==> src/verilog/sfis_pkg.sv <==
// Constants, types and command decode for the flash interface tracker
// Assumes a core clock much faster than the link clock

package sfis_pkg;

    // ------------------------------------------------------------
    // Clock and pin layout
    // ------------------------------------------------------------
    localparam int CORE_CLK_MHZ = 10;
    localparam int N_PINS = 9;
    localparam int PIN_SCK = 0;
    localparam int PIN_CS = 1;
    localparam int PIN_IO0 = 2;
    localparam int PIN_IO2 = 4;
    localparam int PIN_IO3 = 5;
    localparam int PIN_RSTN = 6;
    localparam int PIN_SOK = 7;
    localparam int PIN_SLOW = 8;
    localparam logic [8:0] PIN_RST_VAL = 9'h07e;

    // ------------------------------------------------------------
    // Timing
    // ------------------------------------------------------------
    localparam int T_PU_US = 100;
    localparam int T_RP_NS = 200;
    localparam int RESET_RECOVERY_TIME_US = 35;
    localparam int T_RH_NS = 50;
    localparam int CYC_PU = T_PU_US * CORE_CLK_MHZ;
    localparam int CYC_RP = (T_RP_NS * CORE_CLK_MHZ + 999) / 1000;
    localparam int CYC_RPH = RESET_RECOVERY_TIME_US * CORE_CLK_MHZ;
    localparam int CYC_RH = (T_RH_NS * CORE_CLK_MHZ + 999) / 1000;

    // ------------------------------------------------------------
    // Command framing
    // ------------------------------------------------------------
    localparam logic [5:0] OP_BITS = 6'h08;
    localparam logic [5:0] ADDR_BITS = 6'h18;
    localparam logic [5:0] MODE_BITS = 6'h08;
    localparam logic [2:0] W1 = 3'h1;
    localparam logic [2:0] W2 = 3'h2;
    localparam logic [2:0] W4 = 3'h4;
    localparam logic [3:0] OUT_BYTE = 4'h8;

    localparam logic [7:0] OP_READ = 8'h01;
    localparam logic [7:0] OP_FAST = 8'h02;
    localparam logic [7:0] OP_DUAL_OUT = 8'h03;
    localparam logic [7:0] OP_QUAD_OUT_RD = 8'h04;
    localparam logic [7:0] OP_DUAL_IO = 8'h05;
    localparam logic [7:0] OP_QUAD_IO = 8'h06;
    localparam logic [7:0] OP_DDR_FAST = 8'h07;
    localparam logic [7:0] OP_DDR_DUAL = 8'h08;
    localparam logic [7:0] OP_DDR_QUAD = 8'h09;
    localparam logic [7:0] OP_PROG = 8'h0a;
    localparam logic [7:0] OP_QUAD_PROG = 8'h0b;
    localparam logic [7:0] OP_WR_REGS = 8'h0c;

    typedef enum logic [3:0] {
        ST_OFF, ST_STANDBY, ST_INSTR, ST_ADDR, ST_MODE,
        ST_LAT, ST_OUT, ST_WDATA, ST_IGNORE
    } sfis_state_t;

    typedef enum logic [1:0] {
        RS_OFF, RS_PUP, RS_RUN, RS_HWRST
    } sfis_rst_state_t;

    typedef struct packed {
        logic known;
        logic has_addr;
        logic [2:0] addr_w;
        logic mode;
        logic lat;
        logic rd;
        logic wr;
        logic [2:0] data_w;
        logic ddr;
    } sfis_cmd_t;

    // Opcode to transfer format
    function automatic sfis_cmd_t cmd_decode(input logic [7:0] op);
        sfis_cmd_t c;
        c = '0;
        c.known = 1'b1;
        c.has_addr = 1'b1;
        c.addr_w = W1;
        c.data_w = W1;
        case (op)
            OP_READ: c.rd = 1'b1;
            OP_FAST: {c.lat, c.rd} = 2'h3;
            OP_DUAL_OUT: {c.lat, c.rd, c.data_w} = {2'h3, W2};
            OP_QUAD_OUT_RD: {c.lat, c.rd, c.data_w} = {2'h3, W4};
            OP_DUAL_IO: {c.mode, c.lat, c.rd, c.addr_w, c.data_w} =
                {3'h7, W2, W2};
            OP_QUAD_IO: {c.mode, c.lat, c.rd, c.addr_w, c.data_w} =
                {3'h7, W4, W4};
            OP_DDR_FAST: {c.mode, c.lat, c.rd, c.ddr} = 4'hf;
            OP_DDR_DUAL: {c.mode, c.lat, c.rd, c.ddr, c.addr_w, c.data_w} =
                {4'hf, W2, W2};
            OP_DDR_QUAD: {c.mode, c.lat, c.rd, c.ddr, c.addr_w, c.data_w} =
                {4'hf, W4, W4};
            OP_PROG: c.wr = 1'b1;
            OP_QUAD_PROG: {c.wr, c.data_w} = {1'b1, W4};
            OP_WR_REGS: {c.has_addr, c.wr} = 2'h1;
            default: {c.known, c.has_addr} = 2'h0;
        endcase
        return c;
    endfunction

endpackage

==> src/verilog/sfis_pin_if.sv <==
// Interface carrying synchronised pin levels and their edges
// Assumes one driver module and one receiving module
`timescale 1ns/1ns

interface sfis_pin_if #(parameter int N = 9);
    logic [N-1:0] level;
    logic [N-1:0] rise;
    logic [N-1:0] fall;
    modport drv(output level, output rise, output fall);
    modport rcv(input level, input rise, input fall);
endinterface

==> src/verilog/sfis_top.sv <==
// Multi-line serial flash slave interface state tracker
// Assumes link pins arrive asynchronously and user data on the core clock
`timescale 1ns/1ns

module sfis_top
    import sfis_pkg::*;
#(
    parameter int PU = CYC_PU,
    parameter int RP = CYC_RP,
    parameter int RPH = CYC_RPH,
    parameter int RH = CYC_RH
) (
    input wire logic i_core_clk, // Core clock, 10 MHz
    input wire logic i_rst, // Async reset, high
    input wire logic i_ce, // Clock enable
    input wire logic i_sck, // Link clock pin
    input wire logic i_cs_n, // Chip select pin
    input wire logic [3:0] i_io_in, // IO3..IO0 pin levels
    input wire logic i_reset_n, // Reset pin
    input wire logic i_supply_ok, // Supply above minimum
    input wire logic i_supply_low, // Supply below cutoff
    input wire logic i_quad_enable, // Quad mode bit
    input wire logic [1:0] i_latency_code, // Latency code field
    input wire logic [7:0] i_rd_data, // Next read byte
    output logic [3:0] o_io_out, // IO3..IO0 drive value
    output logic [3:0] o_io_oe, // IO3..IO0 drive enable
    output logic o_ready, // Interface running
    output logic [3:0] o_state, // Interface state
    output logic [7:0] o_opcode, // Captured opcode
    output logic o_opcode_valid, // Opcode held
    output logic [7:0] o_rx_data, // Received byte
    output logic o_rx_strobe, // Received byte pulse
    output logic o_rd_req, // Read byte taken pulse
    output logic o_wp_n_latched, // Write-protect at reg write
    output logic o_cmd_reject // Command refused pulse
);

    // ------------------------------------------------------------
    // Pin synchronisation and reset sequencing
    // ------------------------------------------------------------
    sfis_pin_if #(.N(N_PINS)) pins();

    wire logic [N_PINS-1:0] pin_raw;
    wire logic ready;

    assign pin_raw = {i_supply_low, i_supply_ok, i_reset_n, i_io_in,
        i_cs_n, i_sck};

    sfis_sync #(
        .N(N_PINS),
        .RST_VAL(PIN_RST_VAL)
    ) u_sync (
        .i_core_clk(i_core_clk),
        .i_rst(i_rst),
        .i_ce(i_ce),
        .i_async(pin_raw),
        .pins(pins)
    );

    sfis_reset #(
        .PU(PU),
        .RP(RP),
        .RPH(RPH),
        .RH(RH)
    ) u_reset (
        .i_core_clk(i_core_clk),
        .i_rst(i_rst),
        .i_ce(i_ce),
        .i_supply_ok(pins.level[PIN_SOK]),
        .i_reset_n(pins.level[PIN_RSTN]),
        .o_ready(ready)
    );

    // ------------------------------------------------------------
    // State and storage
    // ------------------------------------------------------------
    sfis_state_t state;
    sfis_state_t next_state;
    sfis_cmd_t cmd;
    logic [5:0] bit_cnt;
    logic [7:0] sh;
    logic [2:0] lat_cnt;
    logic [7:0] out_sh;
    logic [3:0] out_rem;
    logic drv_go;

    // ------------------------------------------------------------
    // Pin views
    // ------------------------------------------------------------
    wire logic cs_n;
    wire logic cs_fall;
    wire logic cs_rise;
    wire logic [3:0] io;
    wire logic wp_n;
    wire logic pause_n;
    wire logic supply_low;
    wire logic selected;
    wire logic pause_act;
    wire logic sck_rise;
    wire logic sck_fall;

    assign cs_n = pins.level[PIN_CS];
    assign cs_fall = pins.fall[PIN_CS];
    assign cs_rise = pins.rise[PIN_CS];
    assign io = pins.level[PIN_IO3:PIN_IO0];
    assign wp_n = pins.level[PIN_IO2];
    assign pause_n = pins.level[PIN_IO3];
    assign supply_low = pins.level[PIN_SLOW];
    assign selected = state != ST_OFF && state != ST_STANDBY;

    // Shared pin is pause only outside quad mode and DDR
    assign pause_act = !i_quad_enable && !cmd.ddr &&
        !cs_n && !pause_n && selected;
    // Paused clock edges are dropped so state holds
    assign sck_rise = pins.rise[PIN_SCK] && !pause_act;
    assign sck_fall = pins.fall[PIN_SCK] && !pause_act;

    // ------------------------------------------------------------
    // Input phase decode
    // ------------------------------------------------------------
    wire logic in_phase;
    wire logic addr_phase;
    wire logic [2:0] ph_w;
    wire logic [5:0] ph_len;
    wire logic ddr_fall_ok;
    wire logic in_edge;
    wire logic shift_en;
    wire logic [7:0] sh_next;
    wire logic [5:0] bit_cnt_inc;
    wire logic phase_done;
    wire logic byte_done;

    assign addr_phase = state == ST_ADDR || state == ST_MODE;
    assign in_phase = addr_phase || state == ST_WDATA;
    assign ph_w = (state == ST_INSTR) ? W1 :
        addr_phase ? cmd.addr_w : cmd.data_w;
    assign ph_len = (state == ST_INSTR) ? OP_BITS :
        (state == ST_ADDR) ? ADDR_BITS : MODE_BITS;

    // DDR address starts on the rising edge after the opcode
    assign ddr_fall_ok = !(state == ST_ADDR && bit_cnt == '0);
    assign in_edge = sck_rise ||
        (cmd.ddr && sck_fall && ddr_fall_ok);
    assign shift_en = (state == ST_INSTR && sck_rise) ||
        (in_phase && in_edge);

    // Lowest line carries the least significant bit of a group
    assign sh_next = (ph_w == W4) ? {sh[3:0], io} :
        (ph_w == W2) ? {sh[5:0], io[1:0]} :
        {sh[6:0], io[0]};
    assign bit_cnt_inc = 6'(bit_cnt + {3'h0, ph_w});
    assign phase_done = bit_cnt_inc == ph_len;
    assign byte_done = bit_cnt_inc[2:0] == 3'h0;

    // ------------------------------------------------------------
    // Command selection
    // ------------------------------------------------------------
    sfis_cmd_t dec;
    wire logic quad_ok;
    wire logic [2:0] lat_cyc;
    wire logic [2:0] lat_last;
    sfis_state_t instr_next;
    sfis_state_t post_mode;
    sfis_state_t post_addr;

    assign dec = cmd_decode(sh_next);
    assign quad_ok = i_quad_enable ||
        (dec.addr_w != W4 && dec.data_w != W4);
    assign lat_cyc = {i_latency_code, 1'b0};
    assign lat_last = 3'(lat_cyc - 3'h1);

    assign instr_next = (!dec.known || !quad_ok) ? ST_IGNORE :
        dec.has_addr ? ST_ADDR :
        dec.wr ? ST_WDATA : ST_IGNORE;
    assign post_mode = (cmd.lat && lat_cyc != 3'h0) ? ST_LAT :
        cmd.rd ? ST_OUT :
        cmd.wr ? ST_WDATA : ST_IGNORE;
    assign post_addr = cmd.mode ? ST_MODE : post_mode;

    always_comb begin
        next_state = state;
        case (state)
            ST_OFF: begin
                if (ready) next_state = ST_STANDBY;
            end
            ST_STANDBY: begin
                if (cs_fall) begin
                    next_state = supply_low ? ST_IGNORE : ST_INSTR;
                end
            end
            ST_INSTR: begin
                if (shift_en && phase_done) next_state = instr_next;
            end
            ST_ADDR: begin
                if (shift_en && phase_done) next_state = post_addr;
            end
            ST_MODE: begin
                if (shift_en && phase_done) next_state = post_mode;
            end
            ST_LAT: begin
                if (sck_rise && lat_cnt == lat_last) next_state = ST_OUT;
            end
            ST_OUT, ST_WDATA, ST_IGNORE: next_state = state;
            default: next_state = ST_STANDBY;
        endcase
        if (cs_rise && state != ST_OFF) next_state = ST_STANDBY;
        if (!ready) next_state = ST_OFF;
    end

    // ------------------------------------------------------------
    // Output phase decode
    // ------------------------------------------------------------
    wire logic drive_edge;
    wire logic [7:0] out_src;
    wire logic [3:0] out_rem_next;
    wire logic [3:0] out_bits;
    wire logic [3:0] out_mask;
    wire logic [3:0] next_oe;

    // First data leaves on a falling edge, DDR then uses both
    assign drive_edge = state == ST_OUT &&
        (sck_fall || (cmd.ddr && sck_rise && drv_go));
    assign out_src = (out_rem == 4'h0) ? i_rd_data : out_sh;
    assign out_rem_next = 4'(((out_rem == 4'h0) ? OUT_BYTE : out_rem) -
        {1'b0, cmd.data_w});
    assign out_bits = (cmd.data_w == W4) ? out_src[7:4] :
        (cmd.data_w == W2) ? {2'h0, out_src[7:6]} :
        {2'h0, out_src[7], 1'b0};
    assign out_mask = (cmd.data_w == W4) ? 4'hf :
        (cmd.data_w == W2) ? 4'h3 : 4'h2;
    // Lines float outside output cycles and during a pause
    assign next_oe = (next_state == ST_OUT && (drv_go || drive_edge) &&
        !pause_act) ? out_mask : 4'h0;

    // ------------------------------------------------------------
    // Registers
    // ------------------------------------------------------------
    always_ff @(posedge i_core_clk or posedge i_rst) begin
        if (i_rst) begin
            state <= ST_OFF;
        end else if (i_ce) begin
            state <= next_state;
        end
    end

    always_ff @(posedge i_core_clk or posedge i_rst) begin
        if (i_rst) begin
            bit_cnt <= '0;
            sh <= '0;
        end else if (i_ce) begin
            if (next_state != state) begin
                bit_cnt <= '0;
            end else if (shift_en) begin
                bit_cnt <= bit_cnt_inc;
            end
            if (shift_en) sh <= sh_next;
        end
    end

    always_ff @(posedge i_core_clk or posedge i_rst) begin
        if (i_rst) begin
            cmd <= '0;
            o_opcode <= '0;
            o_opcode_valid <= 1'b0;
        end else if (i_ce) begin
            if (next_state == ST_STANDBY || next_state == ST_OFF) begin
                cmd <= '0;
                o_opcode_valid <= 1'b0;
            end else if (state == ST_INSTR && shift_en && phase_done) begin
                cmd <= dec;
                o_opcode <= sh_next;
                o_opcode_valid <= 1'b1;
            end
        end
    end

    always_ff @(posedge i_core_clk or posedge i_rst) begin
        if (i_rst) begin
            o_wp_n_latched <= 1'b1;
        end else if (i_ce) begin
            if (state == ST_INSTR && shift_en && phase_done &&
                sh_next == OP_WR_REGS) begin
                o_wp_n_latched <= wp_n;
            end
        end
    end

    always_ff @(posedge i_core_clk or posedge i_rst) begin
        if (i_rst) begin
            o_rx_data <= '0;
            o_rx_strobe <= 1'b0;
            o_cmd_reject <= 1'b0;
        end else if (i_ce) begin
            o_rx_strobe <= in_phase && shift_en && byte_done;
            if (in_phase && shift_en && byte_done) o_rx_data <= sh_next;
            o_cmd_reject <= state == ST_STANDBY && cs_fall &&
                supply_low;
        end
    end

    always_ff @(posedge i_core_clk or posedge i_rst) begin
        if (i_rst) begin
            lat_cnt <= '0;
        end else if (i_ce) begin
            if (state != ST_LAT) begin
                lat_cnt <= '0;
            end else if (sck_rise) begin
                lat_cnt <= 3'(lat_cnt + 3'h1);
            end
        end
    end

    always_ff @(posedge i_core_clk or posedge i_rst) begin
        if (i_rst) begin
            out_sh <= '0;
            out_rem <= '0;
            drv_go <= 1'b0;
            o_rd_req <= 1'b0;
        end else if (i_ce) begin
            o_rd_req <= drive_edge && out_rem == 4'h0;
            if (state != ST_OUT) begin
                out_rem <= '0;
                drv_go <= 1'b0;
            end else if (drive_edge) begin
                out_sh <= 8'(out_src << cmd.data_w);
                out_rem <= out_rem_next;
                drv_go <= 1'b1;
            end
        end
    end

    always_ff @(posedge i_core_clk or posedge i_rst) begin
        if (i_rst) begin
            o_io_out <= '0;
            o_io_oe <= '0;
        end else if (i_ce) begin
            if (drive_edge) o_io_out <= out_bits;
            o_io_oe <= next_oe;
        end
    end

    always_ff @(posedge i_core_clk or posedge i_rst) begin
        if (i_rst) begin
            o_ready <= 1'b0;
            o_state <= '0;
        end else if (i_ce) begin
            o_ready <= ready;
            o_state <= next_state;
        end
    end

endmodule // sfis_top

==> src/verilog/sfis_sync.sv <==
// Two-stage synchroniser with edge detection for all link pins
// Assumes asynchronous inputs and a free-running core clock
`timescale 1ns/1ns

module sfis_sync #(
    parameter int N = 9,
    parameter logic [N-1:0] RST_VAL = '0
) (
    input wire logic i_core_clk, // Core clock
    input wire logic i_rst, // Async reset, high
    input wire logic i_ce, // Clock enable
    input wire logic [N-1:0] i_async, // Raw pin levels
    sfis_pin_if.drv pins // Synced levels and edges
);

    logic [N-1:0] meta;
    logic [N-1:0] sync;
    logic [N-1:0] prev;

    always_ff @(posedge i_core_clk or posedge i_rst) begin
        if (i_rst) begin
            meta <= RST_VAL;
            sync <= RST_VAL;
            prev <= RST_VAL;
        end else if (i_ce) begin
            meta <= i_async;
            sync <= meta;
            prev <= sync;
        end
    end

    assign pins.level = sync;
    assign pins.rise = sync & ~prev;
    assign pins.fall = ~sync & prev;

endmodule // sfis_sync

==> src/verilog/sfis_reset.sv <==
// Power-up and pin reset sequencing
// Assumes synchronised supply and reset pin levels
`timescale 1ns/1ns

module sfis_reset
    import sfis_pkg::*;
#(
    parameter int PU = CYC_PU,
    parameter int RP = CYC_RP,
    parameter int RPH = CYC_RPH,
    parameter int RH = CYC_RH
) (
    input wire logic i_core_clk, // Core clock
    input wire logic i_rst, // Async reset, high
    input wire logic i_ce, // Clock enable
    input wire logic i_supply_ok, // Supply above minimum
    input wire logic i_reset_n, // Reset pin level
    output logic o_ready // Interface may run
);

    localparam logic [15:0] PU_END = 16'(PU - 1);
    localparam logic [15:0] RP_END = 16'(RP - 1);
    localparam logic [15:0] RPH_END = 16'(RPH);
    localparam logic [15:0] RH_END = 16'(RH);

    sfis_rst_state_t rs;
    sfis_rst_state_t next_rs;
    logic [15:0] cnt;
    logic [15:0] hcnt;
    logic [15:0] next_cnt;
    logic [15:0] next_hcnt;

    assign next_cnt = (rs != next_rs || rs == RS_OFF) ? '0 :
        (rs == RS_RUN && i_reset_n) ? '0 :
        (rs == RS_HWRST && cnt == RPH_END) ? cnt : 16'(cnt + 16'h0001);
    assign next_hcnt = !i_reset_n ? '0 :
        (hcnt == RH_END) ? hcnt : 16'(hcnt + 16'h0001);

    always_comb begin
        next_rs = rs;
        case (rs)
            RS_OFF: next_rs = RS_PUP;
            RS_PUP: if (cnt == PU_END) next_rs = RS_RUN;
            RS_RUN: if (!i_reset_n && cnt == RP_END) next_rs = RS_HWRST;
            RS_HWRST: begin
                if (cnt == RPH_END && hcnt == RH_END) next_rs = RS_RUN;
            end
            default: next_rs = RS_OFF;
        endcase
        if (!i_supply_ok) next_rs = RS_OFF;
    end

    always_ff @(posedge i_core_clk or posedge i_rst) begin
        if (i_rst) begin
            rs <= RS_OFF;
            cnt <= '0;
            hcnt <= '0;
            o_ready <= 1'b0;
        end else if (i_ce) begin
            rs <= next_rs;
            cnt <= next_cnt;
            hcnt <= next_hcnt;
            o_ready <= (next_rs == RS_RUN);
        end
    end

endmodule // sfis_reset

==> config.mk <==
export PLATFORM = sky130hd
export DESIGN_NAME = sfis_top
export DESIGN_NICKNAME = d
export VERILOG_FILES = /design/src/verilog/sfis_pkg.sv /design/src/verilog/sfis_pin_if.sv /design/src/verilog/sfis_top.sv /design/src/verilog/sfis_sync.sv /design/src/verilog/sfis_reset.sv
export SDC_FILE = /design/constraint.sdc
export NUM_CORES = 1
export LEC_CHECK = 0
export BUFFER_PORTS_ARGS = -buffer_cell sky130_fd_sc_hd__buf_2
export CORE_ASPECT_RATIO = 1.75
export CORE_MARGIN = 8
export CORE_UTILIZATION = 40
export CTS_CLUSTER_DIAMETER = 200
export DETAILED_ROUTE_END_ITERATION = 8
export HOLD_SLACK_MARGIN = 0.15
export PLACE_DENSITY = 0.65
export SYNTH_ARGS = -nofsm -noshare
export SYNTH_HDL_FRONTEND = slang
export SYNTH_SLANG_ARGS = --single-unit
export TNS_END_PERCENT = 20
==> constraint.sdc <==
create_clock -name i_core_clk -period 3.8 [get_ports i_core_clk]
set_input_delay 0.19 -clock i_core_clk [delete_from_list [all_inputs] [get_ports i_core_clk]]
set_output_delay 0.19 -clock i_core_clk [all_outputs]
set_load 0.05 [all_outputs]
Word level (Yosys, flattened, before mapping)
Cells that the tools add are included.
{"block": "word_totals", "register_bits": 129, "latchBits": 0, "mem_bits_rw": 0, "romBits": 0, "inputBits": 23, "output_inout_bits": 34, "elab_cells": 237, "n_memories": 0}
{"block": "op_classes", "add_sub_neg": 6, "multipliers": 0, "div": 0, "n_lt_le_gt_ge": 0, "n_eq_ne": 45, "shift": 1, "muxes": 60, "bitwise_logic": 6, "reduce_logical": 88}
{"operator": "$mux 4", "n": 21}
{"operator": "$mux 16", "n": 5}
{"operator": "$eq 8x4->1 const B", "n": 5}
{"operator": "$logic_and 1x1->1", "n": 34}
{"operator": "$add 16x1->16 const B", "n": 2}
{"operator": "$eq 16x1->1 const B", "n": 2}
{"operator": "$eq 8x3->1 const B", "n": 4}
{"operator": "$mux 8", "n": 3}
{"operator": "$pmux 4 s6", "n": 1}
{"operator": "$mux 11", "n": 2}
{"operator": "$eq 4x3->1 const B", "n": 5}
{"operator": "$reduce_and 2->1", "n": 10}
{"operator": "$eq 16x10->1 const B", "n": 1}
{"operator": "$eq 16x9->1 const B", "n": 1}
{"operator": "$eq 8x2->1 const B", "n": 2}
{"operator": "$mux 1", "n": 13}
{"operator": "$mux 3", "n": 4}
{"operator": "$mux 6", "n": 2}
{"operator": "$pmux 3 s2", "n": 2}
{"operator": "$reduce_or 12->1", "n": 1}
{"operator": "$reduce_or 3->1", "n": 4}
{"operator": "$reduce_or 11->1", "n": 1}
{"operator": "$logic_or 1x1->1", "n": 10}
{"operator": "$mux 5", "n": 2}
{"operator": "other kinds (41)", "n": 69}

Depth between registers and ports, before layout
{"block": "logic_depth", "word_depth": 24, "mapped_depth": 20, "ltp_nobuf": 17}

Hierarchy
From an unflattened synthesis, not the netlist that was laid out.
{"block": "unflattened", "hier_cells": 881, "area_unflattened_um2": 8459.4}
{"module": "sfis_top", "n_inst": 1, "cells_each": 565, "area_each_um2": 4996.0, "seq_area_each_um2": 1828.0}
{"module": "sfis_reset", "n_inst": 1, "cells_each": 240, "area_each_um2": 2218.4, "seq_area_each_um2": 875.8}
{"module": "sfis_sync", "n_inst": 1, "cells_each": 76, "area_each_um2": 1244.9, "seq_area_each_um2": 698.2}

Worst setup path after synthesis
No wires, ideal clock.
{"block": "synth_timing", "path_kind": "flip-flop to flip-flop", "from": "register, netlist name o_state[2]", "to": "register o_opcode[0]", "setup_time_ns": 0.125, "t_arrival_ns": 4.354, "slack_ns": -0.679, "stages_incl_launch_ff": 21, "n_path_buf": 3, "period_less_slack_ns": 4.479, "cell_sequence": "dfrtp_1 -> buf_6 -> nand2b_2 -> o32a_1 -> o211ai_2 -> inv_2 -> ha_1 -> ha_1 -> inv_1 -> a41oi_1 -> o21ai_1 -> xnor2_1 -> or4_1 -> buf_2 -> a21oi_1 -> a31oi_1 -> nor2_1 -> nor2_4 -> o2111ai_2 -> buf_6 -> mux2_4"}
{"item": "end signal: assignment", "line": "sfis_top.sv:271", "text": "o_opcode <= sh_next;"}
{"item": "end: declaration", "line": "sfis_top.sv:29", "text": "output logic [7:0] o_opcode,"}

==> flow_summary.ini <==
[timing]
min_period_over_period_pct = 105.0
min_period_ns = 3.989
final_max_slew_viol_count = 0
fin_skew_ns = 0.01167
hold_viol = 0
maxSlewHeadroom_pct = 35.26
setup_viol = 21
max_freq_ghz = 0.2507
rsz0062_at_grt = true
holdWs_ns = 0.2148
layout_setup_ws_ns = -0.1893
worst_pin_slew_ns = 0.9609

[drt]
drcViolationCount = 0
firstDrtPassIters = 5
vias = 6741
drt_iter0_drc = 319
vias_per_cell = 5.494
wl_um = 20680
wl_per_cell_um = 16.86
detail-route-antenna-nets = 0

[flow_run]
drv_cap = 0

[power_and_ir_drop]
peakVddDrop_uv = 238.6
p_clk_share_pct = 48.4
power_density_nw_per_um2 = 344.9
comb_power_share_pct = 7.8
p_leak_nw = 4.523
p_switching_uw = 849.2
swShare_pct = 25.22
seqPwrFrac_pct = 43.8
p_int_mw = 2.519

[finish]
regArea_um2 = 3226
utilization_pct = 51.32
antenna_cells = 0
post_route_cells_drive_above_1_share_pct = 30.53
final_nets = 1010
multiInputGateArea_um2 = 4337
area_growth_pct = 27.22
fillCellCount = 1737
final_area_um2 = 9766

[floorplan]
placeableCoreArea_um2 = 19030
io_pins = 57
initial_core_util_pct = 40.34
die_area_um2 = 24050
rows = 67
fp.dieH_um = 199.3
die_w_um = 120.7

[synthesis]
ys_seq_area_share_pct = 41.96
async_flop_share_pct = 100.0
netlist_top_cells_count = dfrtp_1, nand2_1, nor2_1
synth_edf_count = 0
syn_area_um2 = 7676
synth.top_cell.area_share_pct = 37.16
yosysWarnings = 0
syn_inst = 836
yosys.area.top_type = dfrtp_1
synthTopCellsByArea = dfrtp_1, nand2_1, mux2_2, dfstp_2, nor2_1
syn_nets = 873
synth_most_common_cell = dfrtp_1
synth_cell_type_count = 83
synth_seq_cells = 128
synth_ff_type = dfrtp_1
avgSynthCellArea_um2 = 9.182

[place]
post_dp_cell_area_um2 = 8723
io_buffers = 56
hpwlAfterDp_um = 15090
place.gp.congestion = 0.9740

[min_path]
hold_class = in2reg
hp-start = i_rd_data[6]

[clock_tree]
htree_levels = 4
clock_latency_ns = 0.42
path_clk_slew_ns = 0.06
clock-root-buffer = clkbuf_16
tritoncts = built
cts-buffers-inserted = 17
clock_sinks = 128
cts.path.max_buffers = 2

[global_routing]
grt_pass1_vias = 6894
grt_max_degree = 70
gr-total-overflow = 0
antenna_found_initial = 0
grt_pass1_wl_um = 34000
grtUsageTotal_pct = 17.71

[outcome]
status = finished, violations left
violations = negative setup slack

[worst_setup_path]
critPathLaunch = o_state[0]
r2r-start = o_state[0]
crit_fanout = 7
end_kind = flop
critPathRequiredTime_ns = 4.10
crit_arrival_ns = 4.29
crit_path_start_kind = flop
crit_type = reg2reg
==> worst paths after layout <==
kind | depth (start not counted) | endpoint | slack, ns
worst max-delay path | 18 | o_opcode[0] | -0.19
worst min-delay path | 3 | o_io_out[2] | 0.21
worst max register to register | 18 | o_opcode[0] | -0.19
worst min register to register | 2 | o_io_out[2] | 0.47
max in group asynchronous | 4 | o_wp_n_latched | 2.45
min in group asynchronous | 3 | u_reset.hcnt[9] | 0.50
==> cells by family (layout without fill, tap and decap cells) <==
kind of cell / count (synthesis) / after routing / share of synthesized area (%)
compound gates: 189 / 189 / 16.89
xor+xnor: 34 / 34 / 3.879
fa+ha+maj: 15 / 15 / 2.510
buf+inv: 81 / 231 / 4.352
flops: 128 / 128 / 41.96
mux: 58 / 58 / 8.786
simple gates: 331 / 331 / 21.63
==> metrics by stage <==
stage	total power, mW	instances	setup slack (ns)	TNS, ns
global placement	1.743	1166	-0.2835	-3.552
CTS	3.415	1226	-0.07959	-0.9735
detailed placement	1.748	1166	-0.3615	-5.096
global route	3.500	1227	-0.3561	-8.103
finish	3.368	1227	-0.1893	-2.987
floorplan	1.651	836	-0.4169	-7.311
==> state kept, by name, indices dropped and copies added (netlist names), 6 cells and up <==
name	count
u_reset.cnt	16
u_reset.hcnt	16
cmd	11
u_sync.meta	9
u_sync.pins.level	9
o_opcode	8
o_rx_data	8
out_sh	8
sh	7
bit_cnt	6
==> power by group through the flow <==
stage / logic [mW] / registers (mW) / clock network (mW)
2_1_floorplan: 0.178 / 1.47 / 0
3_3_place_gp: 0.247 / 1.50 / 0
3_5_place_dp: 0.249 / 1.50 / 0
4_1_cts: 0.267 / 1.47 / 1.67
5_1_grt: 0.296 / 1.48 / 1.72
6_report: 0.263 / 1.48 / 1.63
==> worst max-delay path, stage by stage (launching register included) <==
cell and delay, ns:
dfrtp_2 0.43, nand2b_4 0.15, o32a_1 0.31, o211ai_2 0.22, inv_2 0.08, ha_4 0.17, ha_4 0.15, inv_2 0.04
nand4_1 0.16, xnor2_2 0.20, nand3_1 0.09, or4_4 0.61, a21oi_4 0.22, a31oi_4 0.12, nor2_4 0.18, nor2_4 0.05
o2111ai_4 0.23, buf_6 0.17, mux2_4 0.30
==> final cells by class <==
type / count / share of cell area, %
tap: 241 / 3.088
inverter: 33 / 1.294
sequential: 128 / 33.03
clock inverter: 11 / 0.8712
clock buffer: 21 / 5.266
timing repair buffer: 166 / 12.04
multi-input combinational: 627 / 44.41
==> layer usage <==
| metal | GRT usage, % | routed length (um) | vias to the layer above |
|---|---|---|---|
| li1 | - | - | 3283 |
| met1 | 18.78 | 8182 | 3238 |
| met2 | 31.73 | 10870 | 173 |
| met3 | 3.055 | 787 | 47 |
| met4 | 11.26 | 841 | 0 |
| met5 | 0 | 0 | - |
==> layout by cell type (no fill, tap or decap), types with 20 or more instances in the layout <==
cell,count
dfrtp_1,110
nand2_1,101
buf_4,90
nor2_1,75
buf_2,56
o21ai_0,51
mux2_2,32
inv_1,26
a21oi_1,26
xor2_1,23
nand3_1,22
nor3_1,20
nand4_1,20
clkbuf_16,20
==> timing repair <==
item,CTS,global route
buffers inserted,17,2
endpoints found under the hold margin,78,0
pin swaps,20,14
hold buffers,11,0
gates resized for setup,25,14
setup endpoints to repair,29,31
No activity file was read; power rests on OpenSTA's default activity.
